==> src/hw/vme_irq_pkg.sv <==
// Package: register map, field layout, reset values for the VMEbus interrupter
`default_nettype none
package vme_irq_pkg;
  // -----------------------------------------------------------------
  // Register byte offsets
  // -----------------------------------------------------------------
  localparam logic [11:0] VME_IRQ_ENABLE_OFF = 12'h310;
  localparam logic [11:0] VME_IRQ_PENDING_OFF = 12'h314;
  localparam logic [11:0] LOCAL_IRQ_ROUTE_MAP_OFF = 12'h318;
  localparam logic [11:0] MISC_IRQ_ROUTE_MAP_OFF = 12'h31C;
  localparam logic [11:0] ACK_VECTOR_OUT_OFF = 12'h320;
  localparam logic [11:0] HOST_IRQ_STATUS_OFF = 12'h330;
  localparam logic [11:0] HOST_IRQ_CLEAR_OFF = 12'h334;
  localparam logic [11:0] HOST_IRQ_ENABLE_OFF = 12'h338;
  localparam logic [11:0] SOURCE_SET_OFF = 12'h33C;
  // -----------------------------------------------------------------
  // Pending / enable bit positions
  // -----------------------------------------------------------------
  localparam int SOFT_LEVEL1_POS = 25;
  localparam int MAILBOX_ZERO_POS = 16;
  localparam int GENERAL_SOFT_POS = 12;
  localparam int VMEBUS_ERROR_POS = 10;
  localparam int PCI_ERROR_POS = 9;
  localparam int DMA_POS = 8;
  localparam int LOCAL_LINES_POS = 0;
  localparam logic [31:0] PENDING_MASK = 32'hFE0F_170F | 32'h0000_00F0;
  // -----------------------------------------------------------------
  // Route map fields
  // -----------------------------------------------------------------
  localparam int LOCAL_MAP_STRIDE = 4;
  localparam int MAP_GENERAL_SOFT_POS = 16;
  localparam int MAP_VMEBUS_ERROR_POS = 8;
  localparam int MAP_PCI_ERROR_POS = 4;
  localparam int MAP_DMA_POS = 0;
  localparam logic [2:0] AUTO_GENERAL_SOFT_LEVEL = 3'h2;
  // -----------------------------------------------------------------
  // Acknowledge vector
  // -----------------------------------------------------------------
  localparam int ACK_VECTOR_POS = 24;
  localparam logic [6:0] ACK_VECTOR_RESET = 7'h7F;
  // -----------------------------------------------------------------
  // Host interrupt events
  // -----------------------------------------------------------------
  localparam int HOST_EV_ACK_POS = 0;
  localparam int HOST_EV_WIDTH = 1;
  localparam int SOURCE_COUNT = 20;
endpackage : vme_irq_pkg
`default_nettype wire

==> src/hw/vme_irq_if.sv <==
// Interface: per-source active/enable/level bundle between top and request mapper
`default_nettype none
interface vme_irq_if;
  logic [19:0] active;
  logic [19:0] enable;
  logic [59:0] level;
  logic [7:1] request;
  modport ctrl (output active, output enable, output level, input request);
  modport mapper (input active, input enable, input level, output request);
endinterface : vme_irq_if
`default_nettype wire

==> src/hw/vme_interrupter.sv <==
// Top: VMEbus interrupter status, routing and STATUS/ID with an APB slave
// -----------------------------------------------------------------
// Notes on behaviour
// - Level 1-7 software status reads 1 while active; write 1 clears.
// - Four mailbox status bits read 1 when active; write 1 clears.
// - All status bits but the general software one reset to 0.
// - Bus error, PCI error, DMA, local line status set on pending; W1C.
// - General software status resets set when auto-identify option is chosen.
// - Local source map value n routes it to request line n.
// - Map value 000 keeps a source off every request line.
// - Own maps for general soft, bus error, PCI error, DMA; last three reset 0.
// - Auto-identify option resets general software map to level 2.
// - Acknowledge returns 8-bit byte; bits 7:1 writable, reset all ones.
// - Bit 0 is 0 if software interrupt active at acknowledged level.
// - Enable rising edge raises software interrupt; clearing masks, keeps status.
// - Enable register gates which sources may drive request lines.
// -----------------------------------------------------------------
//
// Chosen here: the APB interface to the registers.
`default_nettype none
module vme_interrupter (
  // Clock and reset
  input wire logic clock,
  input wire logic sys_rst,
  // Power-up strap
  input wire logic auto_identify_option,
  // Event sources, pins from other domains
  input wire logic [3:0] mailboxEvent,
  input wire logic vmebusErrorEvent,
  input wire logic pciErrorEvent,
  input wire logic dmaEvent,
  input wire logic [7:0] local_irq_lines,
  // Handler acknowledge
  input wire logic ackStrobe,
  input wire logic [2:0] ackLevel,
  output logic ackValid,
  output logic [7:0] ackVector,
  // Request lines, active high
  output logic [7:1] vme_request_lines,
  // APB slave
  input wire logic psel,
  input wire logic penable,
  input wire logic pwrite,
  input wire logic [11:0] paddr,
  input wire logic [31:0] pwdata,
  output logic [31:0] prdata,
  output logic pready,
  output logic pslverr,
  // Host interrupt
  output logic hostIrq
);
  // -----------------------------------------------------------------
  // State
  // -----------------------------------------------------------------
  typedef struct packed {
    // Strap capture after reset release
    logic [1:0] strapSeen;
    // Event pins: two flops, then the edge detector's previous value
    logic [14:0] srcSync1;
    logic [14:0] srcSync2;
    logic [14:0] srcPrev;
    // Software visible registers
    logic [31:0] pending;
    logic [31:0] enable;
    logic [31:0] localMap;
    logic [31:0] miscMap;
    logic [6:0] vectorHigh;
    // Registered outputs
    logic [7:1] request;
    logic [31:0] rdata;
    logic ready;
    logic err;
    // Host interrupt status and enable
    logic [0:0] hostStatus;
    logic [0:0] hostEnable;
    logic hostIrq;
  } top_state_t;
  top_state_t cur_q, nxt_d;

  logic ackValidInt;
  logic [7:0] ackVectorInt;
  vme_irq_if irqBus ();

  // -----------------------------------------------------------------
  // Source bundle for the mapper
  // -----------------------------------------------------------------
  always_comb begin
    for (int i = 0; i < 8; i++) begin
      irqBus.active[i] = cur_q.pending[vme_irq_pkg::LOCAL_LINES_POS + i];
      irqBus.enable[i] = cur_q.enable[vme_irq_pkg::LOCAL_LINES_POS + i];
      irqBus.level[3*i +: 3] = cur_q.localMap[vme_irq_pkg::LOCAL_MAP_STRIDE*i +: 3];
    end

    // DMA
    irqBus.active[8] = cur_q.pending[vme_irq_pkg::DMA_POS];
    irqBus.enable[8] = cur_q.enable[vme_irq_pkg::DMA_POS];
    irqBus.level[24 +: 3] = cur_q.miscMap[vme_irq_pkg::MAP_DMA_POS +: 3];

    // PCI error
    irqBus.active[9] = cur_q.pending[vme_irq_pkg::PCI_ERROR_POS];
    irqBus.enable[9] = cur_q.enable[vme_irq_pkg::PCI_ERROR_POS];
    irqBus.level[27 +: 3] = cur_q.miscMap[vme_irq_pkg::MAP_PCI_ERROR_POS +: 3];

    // VMEbus error
    irqBus.active[10] = cur_q.pending[vme_irq_pkg::VMEBUS_ERROR_POS];
    irqBus.enable[10] = cur_q.enable[vme_irq_pkg::VMEBUS_ERROR_POS];
    irqBus.level[30 +: 3] = cur_q.miscMap[vme_irq_pkg::MAP_VMEBUS_ERROR_POS +: 3];

    // General software interrupt
    irqBus.active[11] = cur_q.pending[vme_irq_pkg::GENERAL_SOFT_POS];
    irqBus.enable[11] = cur_q.enable[vme_irq_pkg::GENERAL_SOFT_POS];
    irqBus.level[33 +: 3] = cur_q.miscMap[vme_irq_pkg::MAP_GENERAL_SOFT_POS +: 3];

    // Mailboxes are reported but have no map field, so they never drive a line
    for (int i = 0; i < 4; i++) begin
      irqBus.active[12 + i] = cur_q.pending[vme_irq_pkg::MAILBOX_ZERO_POS + i];
      irqBus.enable[12 + i] = cur_q.enable[vme_irq_pkg::MAILBOX_ZERO_POS + i];
      irqBus.level[3*(12 + i) +: 3] = 3'h0;
    end

    // Software level interrupts sit at their own level by definition
    for (int i = 0; i < 7; i++) begin
      if (i < 4) begin
        irqBus.active[16 + i] = cur_q.pending[vme_irq_pkg::SOFT_LEVEL1_POS + i];
        irqBus.enable[16 + i] = cur_q.enable[vme_irq_pkg::SOFT_LEVEL1_POS + i];
        irqBus.level[3*(16 + i) +: 3] = 3'(i + 1);
      end
    end
  end

  vme_request_mapper u_mapper (
    .irqBus(irqBus.mapper)
  );

  // Levels 5-7 would overflow the 20-source bundle; they are merged here instead
  logic [7:1] softHigh;
  always_comb begin
    softHigh = '0;
    for (int i = 4; i < 7; i++) begin
      softHigh[i + 1] = cur_q.pending[vme_irq_pkg::SOFT_LEVEL1_POS + i] &
                        cur_q.enable[vme_irq_pkg::SOFT_LEVEL1_POS + i];
    end
  end

  // Software interrupts being generated, per level, for bit 0 of the vector
  logic [7:1] softActive;
  always_comb begin
    softActive = '0;
    for (int i = 0; i < 7; i++) begin
      softActive[i + 1] = cur_q.pending[vme_irq_pkg::SOFT_LEVEL1_POS + i] &
                          cur_q.enable[vme_irq_pkg::SOFT_LEVEL1_POS + i];
    end
    for (int l = 1; l <= 7; l++) begin
      if (cur_q.miscMap[vme_irq_pkg::MAP_GENERAL_SOFT_POS +: 3] == 3'(l) &&
          cur_q.pending[vme_irq_pkg::GENERAL_SOFT_POS] && cur_q.enable[vme_irq_pkg::GENERAL_SOFT_POS]) begin
        softActive[l] = 1'b1;
      end
    end
  end

  vme_ack_responder u_ack (
    .clock(clock),
    .sys_rst(sys_rst),
    .ackStrobe(ackStrobe),
    .ackLevel(ackLevel),
    .vectorHigh(cur_q.vectorHigh),
    .softLevelActive(softActive),
    .ackValid(ackValidInt),
    .ackVector(ackVectorInt)
  );

  // -----------------------------------------------------------------
  // Next state
  // -----------------------------------------------------------------
  logic access;
  logic wr;
  logic [14:0] rise;
  logic [31:0] setEv;
  logic [31:0] clrEv;
  logic [31:0] enRise;
  always_comb begin
    nxt_d = cur_q;

    // APB: an access is taken once; ready answers one cycle later
    access = psel & penable & ~cur_q.ready;
    wr = access & pwrite;
    nxt_d.ready = access;
    nxt_d.err = 1'b0;

    // Event pins: two flops against metastability, then a rising-edge detector
    nxt_d.srcSync1 = {mailboxEvent, vmebusErrorEvent, pciErrorEvent, dmaEvent, local_irq_lines};
    nxt_d.srcSync2 = cur_q.srcSync1;
    nxt_d.srcPrev = cur_q.srcSync2;
    rise = cur_q.srcSync2 & ~cur_q.srcPrev;
    nxt_d.strapSeen = {cur_q.strapSeen[0], 1'b1};

    // Set and clear terms for the sticky status bits
    setEv = '0;
    clrEv = '0;
    enRise = '0;
    setEv[vme_irq_pkg::LOCAL_LINES_POS +: 8] = rise[7:0];
    setEv[vme_irq_pkg::DMA_POS] = rise[8];
    setEv[vme_irq_pkg::PCI_ERROR_POS] = rise[9];
    setEv[vme_irq_pkg::VMEBUS_ERROR_POS] = rise[10];
    setEv[vme_irq_pkg::MAILBOX_ZERO_POS +: 4] = rise[11 +: 4] | 4'h0;

    if (wr && paddr == vme_irq_pkg::VME_IRQ_ENABLE_OFF) begin
      enRise = pwdata & ~cur_q.enable & vme_irq_pkg::PENDING_MASK;
      nxt_d.enable = pwdata & vme_irq_pkg::PENDING_MASK;
    end
    // Only software sources are raised by an enable edge; others need their own event
    setEv[vme_irq_pkg::SOFT_LEVEL1_POS +: 7] = enRise[vme_irq_pkg::SOFT_LEVEL1_POS +: 7];
    setEv[vme_irq_pkg::GENERAL_SOFT_POS] = enRise[vme_irq_pkg::GENERAL_SOFT_POS];
    if (wr && paddr == vme_irq_pkg::SOURCE_SET_OFF) begin
      setEv[vme_irq_pkg::MAILBOX_ZERO_POS +: 4] = setEv[vme_irq_pkg::MAILBOX_ZERO_POS +: 4] |
                                                  pwdata[vme_irq_pkg::MAILBOX_ZERO_POS +: 4];
    end
    if (wr && paddr == vme_irq_pkg::VME_IRQ_PENDING_OFF) begin
      clrEv = pwdata & vme_irq_pkg::PENDING_MASK;
    end

    // Set beats clear in the same cycle
    nxt_d.pending = ((cur_q.pending & ~clrEv) | setEv) & vme_irq_pkg::PENDING_MASK;

    // Route maps keep only their 3-bit fields; reserved bits read 0
    if (wr && paddr == vme_irq_pkg::LOCAL_IRQ_ROUTE_MAP_OFF) begin
      nxt_d.localMap = pwdata & 32'h7777_7777;
    end
    if (wr && paddr == vme_irq_pkg::MISC_IRQ_ROUTE_MAP_OFF) begin
      nxt_d.miscMap = pwdata & 32'h0007_0777;
    end
    if (wr && paddr == vme_irq_pkg::ACK_VECTOR_OUT_OFF) begin
      nxt_d.vectorHigh = pwdata[vme_irq_pkg::ACK_VECTOR_POS + 1 +: 7];
    end

    // Strap caught at the first edge after reset release
    if (!cur_q.strapSeen[0] && auto_identify_option) begin
      nxt_d.pending[vme_irq_pkg::GENERAL_SOFT_POS] = 1'b1;
      nxt_d.enable[vme_irq_pkg::GENERAL_SOFT_POS] = 1'b1;
      nxt_d.miscMap[vme_irq_pkg::MAP_GENERAL_SOFT_POS +: 3] = vme_irq_pkg::AUTO_GENERAL_SOFT_LEVEL;
    end

    // Host side: a clear loses against an acknowledge in the same cycle
    if (wr && paddr == vme_irq_pkg::HOST_IRQ_CLEAR_OFF) begin
      nxt_d.hostStatus = cur_q.hostStatus & ~pwdata[0:0];
    end
    if (wr && paddr == vme_irq_pkg::HOST_IRQ_ENABLE_OFF) begin
      nxt_d.hostEnable = pwdata[0:0];
    end
    if (ackValidInt) begin
      nxt_d.hostStatus[vme_irq_pkg::HOST_EV_ACK_POS] = 1'b1;
    end
    nxt_d.hostIrq = |(nxt_d.hostStatus & nxt_d.hostEnable);

    // Request lines are registered so the pins never glitch
    nxt_d.request = irqBus.request | softHigh;

    // Read data is zero outside a read, so a stale word never shows
    nxt_d.rdata = '0;
    if (access && !pwrite) begin
      unique case (paddr)
        vme_irq_pkg::VME_IRQ_ENABLE_OFF: nxt_d.rdata = cur_q.enable;
        vme_irq_pkg::VME_IRQ_PENDING_OFF: nxt_d.rdata = cur_q.pending;
        vme_irq_pkg::LOCAL_IRQ_ROUTE_MAP_OFF: nxt_d.rdata = cur_q.localMap;
        vme_irq_pkg::MISC_IRQ_ROUTE_MAP_OFF: nxt_d.rdata = cur_q.miscMap;
        vme_irq_pkg::ACK_VECTOR_OUT_OFF: nxt_d.rdata = {cur_q.vectorHigh, 1'b1, 24'h000000};
        vme_irq_pkg::HOST_IRQ_STATUS_OFF: nxt_d.rdata = {31'h00000000, cur_q.hostStatus};
        vme_irq_pkg::HOST_IRQ_ENABLE_OFF: nxt_d.rdata = {31'h00000000, cur_q.hostEnable};
        vme_irq_pkg::HOST_IRQ_CLEAR_OFF, vme_irq_pkg::SOURCE_SET_OFF: nxt_d.rdata = '0;
        default: nxt_d.err = 1'b1;
      endcase
    end else if (access) begin
      // Writes to unmapped or read-only offsets are refused
      unique case (paddr)
        vme_irq_pkg::VME_IRQ_ENABLE_OFF, vme_irq_pkg::VME_IRQ_PENDING_OFF,
        vme_irq_pkg::LOCAL_IRQ_ROUTE_MAP_OFF, vme_irq_pkg::MISC_IRQ_ROUTE_MAP_OFF,
        vme_irq_pkg::ACK_VECTOR_OUT_OFF, vme_irq_pkg::HOST_IRQ_CLEAR_OFF,
        vme_irq_pkg::HOST_IRQ_ENABLE_OFF, vme_irq_pkg::SOURCE_SET_OFF: nxt_d.err = 1'b0;
        default: nxt_d.err = 1'b1;
      endcase
    end
  end

  // -----------------------------------------------------------------
  // Registers
  // -----------------------------------------------------------------
  always_ff @(posedge clock or posedge sys_rst) begin
    if (sys_rst) begin
      // Only the vector field comes up as ones
      cur_q <= '0;
      cur_q.vectorHigh <= vme_irq_pkg::ACK_VECTOR_RESET;
    end else begin
      cur_q <= nxt_d;
    end
  end

  // Acknowledge answer is registered inside the responder
  assign ackValid = ackValidInt;
  assign ackVector = ackVectorInt;
  assign vme_request_lines = cur_q.request;
  assign prdata = cur_q.rdata;
  assign pready = cur_q.ready;
  assign pslverr = cur_q.err;
  assign hostIrq = cur_q.hostIrq;
endmodule : vme_interrupter
`default_nettype wire

==> src/hw/vme_request_mapper.sv <==
// Module: combines mapped, enabled, active sources into request levels
`default_nettype none
module vme_request_mapper (
  // Source bundle
  vme_irq_if.mapper irqBus
);
  genvar lvl;
  generate
    for (lvl = 1; lvl <= 7; lvl++) begin : g_level
      logic [19:0] hit;
      genvar s;
      for (s = 0; s < 20; s++) begin : g_src
        // Level 000 never matches, so such a source stays off the bus
        assign hit[s] = irqBus.active[s] & irqBus.enable[s] & (irqBus.level[3*s +: 3] == 3'(lvl));
      end
      assign irqBus.request[lvl] = |hit;
    end
  endgenerate
endmodule : vme_request_mapper
`default_nettype wire

==> src/hw/vme_ack_responder.sv <==
// Module: answers a handler acknowledge with the registered STATUS/ID byte
`default_nettype none
module vme_ack_responder (
  // Clock and reset
  input wire logic clock,
  input wire logic sys_rst,
  // Acknowledge request
  input wire logic ackStrobe,
  input wire logic [2:0] ackLevel,
  input wire logic [6:0] vectorHigh,
  input wire logic [7:1] softLevelActive,
  // Answer
  output logic ackValid,
  output logic [7:0] ackVector
);
  typedef struct packed {
    logic valid;
    logic [7:0] vector;
  } ack_state_t;
  ack_state_t cur_q, nxt_d;
  always_comb begin
    nxt_d = cur_q;
    nxt_d.valid = ackStrobe;
    if (ackStrobe) begin
      nxt_d.vector[7:1] = vectorHigh;
      nxt_d.vector[0] = (ackLevel != 3'h0 && softLevelActive[ackLevel]) ? 1'b0 : 1'b1;
    end
  end
  always_ff @(posedge clock or posedge sys_rst) begin
    if (sys_rst) begin
      cur_q <= '0;
    end else begin
      cur_q <= nxt_d;
    end
  end
  assign ackValid = cur_q.valid;
  assign ackVector = cur_q.vector;
endmodule : vme_ack_responder
`default_nettype wire

==> config.mk <==
export PLATFORM = sky130hd
export DESIGN_NAME = vme_interrupter
export DESIGN_NICKNAME = d
export VERILOG_FILES = /design/src/hw/vme_irq_pkg.sv /design/src/hw/vme_irq_if.sv /design/src/hw/vme_interrupter.sv /design/src/hw/vme_request_mapper.sv /design/src/hw/vme_ack_responder.sv
export SDC_FILE = /design/constraint.sdc
export NUM_CORES = 1
export LEC_CHECK = 0
export BUFFER_PORTS_ARGS = -buffer_cell sky130_fd_sc_hd__buf_2
export CAP_MARGIN = 20
export CORE_MARGIN = 5
export CORE_UTILIZATION = 40
export CTS_CLUSTER_DIAMETER = 100
export DETAILED_ROUTE_END_ITERATION = 16
export PLACE_DENSITY = 0.62
export SYNTH_ARGS = -nofsm -noshare
export SYNTH_HDL_FRONTEND = slang
export SYNTH_SLANG_ARGS = --single-unit
==> constraint.sdc <==
create_clock -name clock -period 13.3 [get_ports clock]
set_input_delay 0.665 -clock clock [delete_from_list [all_inputs] [get_ports clock]]
set_output_delay 0.665 -clock clock [all_outputs]
set_load 0.05 [all_outputs]
---- Word level (Yosys, flattened, before mapping) ----
Cells that the tools add are included.
word-level totals
  bits in registers ....................... 188
  input bits .............................. 69
  word-level logic and storage cells ...... 299
cells by class
  bitwise gates (word level) .............. 119
  magnitude comparators ................... 1
  multiplexer cells ....................... 27
  equal/unequal tests ..................... 93
  reduce and logical (&&, ||, !) cells .... 39
operators by type and width
  cell                                                        count
  one-hot mux 32 bit (7 select lines)                         1
  equality test 3 bit, second input constant                  48
  AND 1 bit                                                   108
  equality test 12 x 10 -> 1 bit, second input constant       9
  2-to-1 mux 32 bit                                           3
  equality test 3 x 2 -> 1 bit, second input constant         24
  AND 32 bit                                                  2
  inverter 32 bit                                             2
  OR reduction 13 bit                                         4
  equality test 3 x 1 -> 1 bit, second input constant         12
  OR reduction 12 bit                                         3
  OR 32 bit                                                   1
  logical AND 1 bit                                           25
  2-to-1 mux 19 bit                                           1
  2-to-1 mux 1 bit                                            18
  AND 15 bit                                                  1
  inverter 15 bit                                             1
  2-to-1 mux 13 bit                                           1
  OR reduction 9 bit                                          1
  OR reduction 8 bit                                          1
  OR 7 bit                                                    1
  less-than comparator 3 x 4 -> 1 bit, second input constant  1
  2-to-1 mux 4 bit                                            1
  OR 4 bit                                                    1
  other kinds (6)                                             9

---- Logic depth before layout (Yosys ltp) ----
  word-level depth ........................ 9
  gate-level depth with buffers ........... 7
  gate-level depth less buffers ........... 4

---- Cells and area by module ----
A second synthesis with hierarchy kept.
second synthesis, totals
  cells, all modules ...................... 792
  area, all modules ....................... 9132.5 um^2
modules (own cells, without submodules)
  module              area an instance (um^2)  cells each  instances  sequential area each (um^2)
  vme_interrupter     7375.8                   533         1          4413.0
  vme_request_mapper  1373.8                   235         1          0.0
  vme_ack_responder   382.9                    24          1          225.2

---- Least setup slack after synthesis ----
OpenSTA, ideal clock, no wires.
  kind .................................... input-to-reg
  start ................................... input paddr[5]
  end ..................................... register cur_q[51] (netlist bit)
  arrival ................................. 2.459 ns
  path buffers ............................ 3
  slack ................................... 10.716 ns
  data required time ...................... 13.175 ns
  library setup time ...................... 0.125 ns
  stages .................................. 7
  cells stage by stage .................... buf_6 -> or4b_4 -> or3_1 -> buf_4 -> nor3_4 -> buf_6 -> mux2_2
between the ends
  word-level cells in the longest chain between the ends .. 2
RTL lines
  element                         line                    RTL
  from (decl)                     vme_interrupter.sv:44   input wire logic [11:0] paddr,
  equality test 12 x 10 -> 1 bit  vme_interrupter.sv:229  if (wr && paddr == vme_irq_pkg::MISC_IRQ_ROUTE_MAP_OFF) begin
  logical AND 1 bit               vme_interrupter.sv:229
  to (signal assigned)            vme_interrupter.sv:293  cur_q <= nxt_d;
  to (decl)                       vme_interrupter.sv:78   top_state_t cur_q, nxt_d;
No other way between the ends.
A chain may end at the register's enable or synchronous reset.

---- Worst setup path after layout ----
  start ................................... input paddr[5]
  end ..................................... register cur_q[127] (netlist bit)
between the ends
  word-level cells in the longest chain between the ends .. 3
RTL lines
  element                              line                    RTL
  equality test 12 x 10 -> 1 bit       vme_interrupter.sv:207  if (wr && paddr == vme_irq_pkg::VME_IRQ_ENABLE_OFF) begin
  logical AND 1 bit                    vme_interrupter.sv:207
  nonzero test 2 bit (no source line)  --
No other way between the ends.

==> key figures <==
Clocking
  • Sink Count: 185
  • CTS buffer count: 17
  • CTS root buffer: clkbuf_16
  • Clk buf depth: 2
  • Hold Buf Count CTS: 0
  • CTS H-Tree Depth: 4
  • CTS tree: yes
  • # Post-CTS Setup Buffers: 0
  • Post-cts resize count: 0
  • Clock transition at path regs: 0.07 ns
  • Clock Latency Late Sink: 0.44 ns

Floorplan
  • Cell Rows: 52
  • Die width: 154 um
  • Full die area: 23600 um2
  • Initial core utilization: about two fifths
  • Placeable Area: slightly above 20000 um2
  • I/O pin count: 120
  • Die Y: around 150 um

Global route
  • Initial antenna violation count: 0
  • Largest net degree at the start of global routing: 114
  • Vias in the first global route: 5937
  • First-pass GRT wire length: 34.1 mm
  • Gr usage total: 18.6%
  • GRT overflow: 0

Worst setup path
  • Buf/Inv on CP: 3
  • CP top delay family: simple AND/OR/NAND/NOR gates
  • Crit path max fanout: 29
  • Slowest cell on the critical path: or4b_4
  • Critical path class: in2reg
  • CP most frequent cell: buf_4
  • Worst path cell trace: buf_2 -> or4b_4 -> nor4_4 -> buf_4 -> nand2_1 -> buf_4 -> a211o_1
  • Startpoint Class: input port
  • Critical path arrival: 3.18 ns
  • Worst setup EP type: flop
  • CP required: 13.63 ns
  • Crit-path max cell delay: 0.56 ns

Synthesis
  • Async set-or-reset flop fraction in the synthesized netlist: 100%
  • FF+latch count, synth: ~190
  • Post-synth EDFFs: 0
  • Synth area leaders: dfrtp_1 (54%), mux2_2 (9.3%), buf_4 (3.7%), nand3_1 (2.3%), dfstp_2 (2.2%)
  • Cell taking the most area after synthesis: dfrtp_1
  • Top cells by count, synth: dfrtp_1 (178), mux2_2 (68), buf_4 (41), nand3_1 (38), nand2_1 (36)
  • Post-Syn Area: 8250 um2
  • Gate Count Post-Synth: 696
  • Synth Flop Type: dfrtp_1
  • Synth warn: 0
  • Avg Cell Area, Syn: 11.8 um2
  • Yosys top cell area share: a little over half
  • Synth cell types: 64
  • Sequential share of the synthesized area: 56.3%
  • Count leader, synth: dfrtp_1

Detailed routing
  • Max layer used: met4
  • Metal3 WL: ~1.2 mm
  • Via-to-Cell Ratio: 5.43
  • Final wirelength: 21.4 mm
  • Post-route ant nets: 0
  • Met2 wire len: 9.89 mm
  • Residual DRC: 0
  • Pre-Repair DR Iteration Count: 6
  • Wl on met1: ~10 mm
  • Routed vias: ~5700
  • DR WL/cell: 20.4 um
  • First DRT Iteration DRCs: 400

Placement
  • Cell Area, Placed: a little under 9000 um2
  • Port Buffer Count: between 100 and 150
  • GP Congestion: 0.896
  • DP Wirelength: roughly 15 mm

Layout
  • Area grow syn2layout: 13.1%
  • Post-route design area: 9330 um2
  • Nets: 838
  • Share of layout cells above drive strength 1: 30.7%
  • Ant diodes: 0

STA
  • Setup-failing EPs final: 0
  • WHS: 0.325 ns
  • Peak Freq: between 300 and 400 MHz
  • Clk_skew: 0.0103 ns
  • Slew Viols, Final: 0
  • RSZ-0062 raised after global routing: no
  • Final-report hold violation count: 0
  • Final TNS setup: 0 ns
  • Worst Tran Pin Value: between 0.8 and 0.9 ns
  • Final period util: 21.5%
  • Slew headroom: 40.9%
  • Final min period: 2.85 ns

Outcome
  • Status: complete, no violations

Flow run
  • Maxcap violations: 0

Power
  • Maximum VDD drop: between 70 and 80 uV
  • PD cells: 118 nW/um2
  • Static Leak: ~4.3 nW

Hold path
  • Worst hold path class: in2reg
[final cells by class]
type                       count  area (um2)
inverter                      18        75.1
tap                          270         338
clock inverter                12         106
timing repair buffer         118         603
clock buffer                  19         443
fill                        1888       10900
multi-input combinational    429        3120
sequential                   185        4640
[worst register-to-register path, delay by kind of cell, from the launching register on]
kind | cells | cell delay (ns)
AOI/OAI and AO/OA | 1 | 0.33
and+or+nand+nor | 3 | 1.24
DFF | 1 | 0.38
buffers and inverters | 2 | 0.79
[registers in the layout, indices dropped and copies added (netlist names)]
register	count
pready	1
u_ack.ackVector	8
hostIrq	1
pslverr	1
vme_request_lines	7
prdata	29
u_ack.ackValid	1
cur_q	137
[power by group]
part           switching (mW)  leakage, nW  internal [mW]
registers             0.00324         2.34          0.571
clock network           0.229        0.261          0.248
logic                  0.0375         1.68         0.0159
total                   0.269         4.28          0.835
[stage by stage]
stage	setup WS, ns	power (mW)	cells	utilization, %
3_5_place_dp	9.97	0.639	1020	43.4
3_3_place_gp	9.98	0.638	1020	43.4
2_1_floorplan	7.62	0.615	698	-
4_1_cts	10.41	1.12	1051	46.1
5_1_grt	10.29	1.15	1051	46.1
6_report	10.45	1.10	1051	46.1
[cells by family after synthesis]
kind of cell	synth area share, %
muxes	12.1
other	0.0911
buffers and inverters	6.12
DFF	56.3
AOI/OAI and AO/OA	9.92
and+or+nand+nor	15.6
[path summary, 6_finish.rpt]
kind	from	end	slack, ns	depth (start not counted)
min reg2reg	cur_q[219]	cur_q[204]	0.35	0
min in group asynchronous	sys_rst	cur_q[217]	0.34	2
max	paddr[5]	cur_q[127]	10.45	7
min	local_irq_lines[5]	cur_q[214]	0.32	1
max in group asynchronous	sys_rst	prdata[21]	11.59	3
max reg2reg	pready	cur_q[127]	10.45	6
[cell usage in the layout (no fill, tap or decap), drive strengths merged, types with 15 or more instances in the layout]
cell and instances:
buf 118, clkbuf 19, dfrtp 178, inv 24, mux2 69, mux2i 15
nand2 37, nand2b 29, nand3 38, nor2 34, nor3 19, nor4 17
o22ai 25
[per-layer routing]
layer | GRT usage [%] | vias up
li1 | - | 2662
met1 | 26.5 | 2858
met2 | 28.5 | 162
met3 | 4.19 | 21
met4 | 5.93 | 0
met5 | 0 | -
No activity file was read; power rests on OpenSTA's default activity.
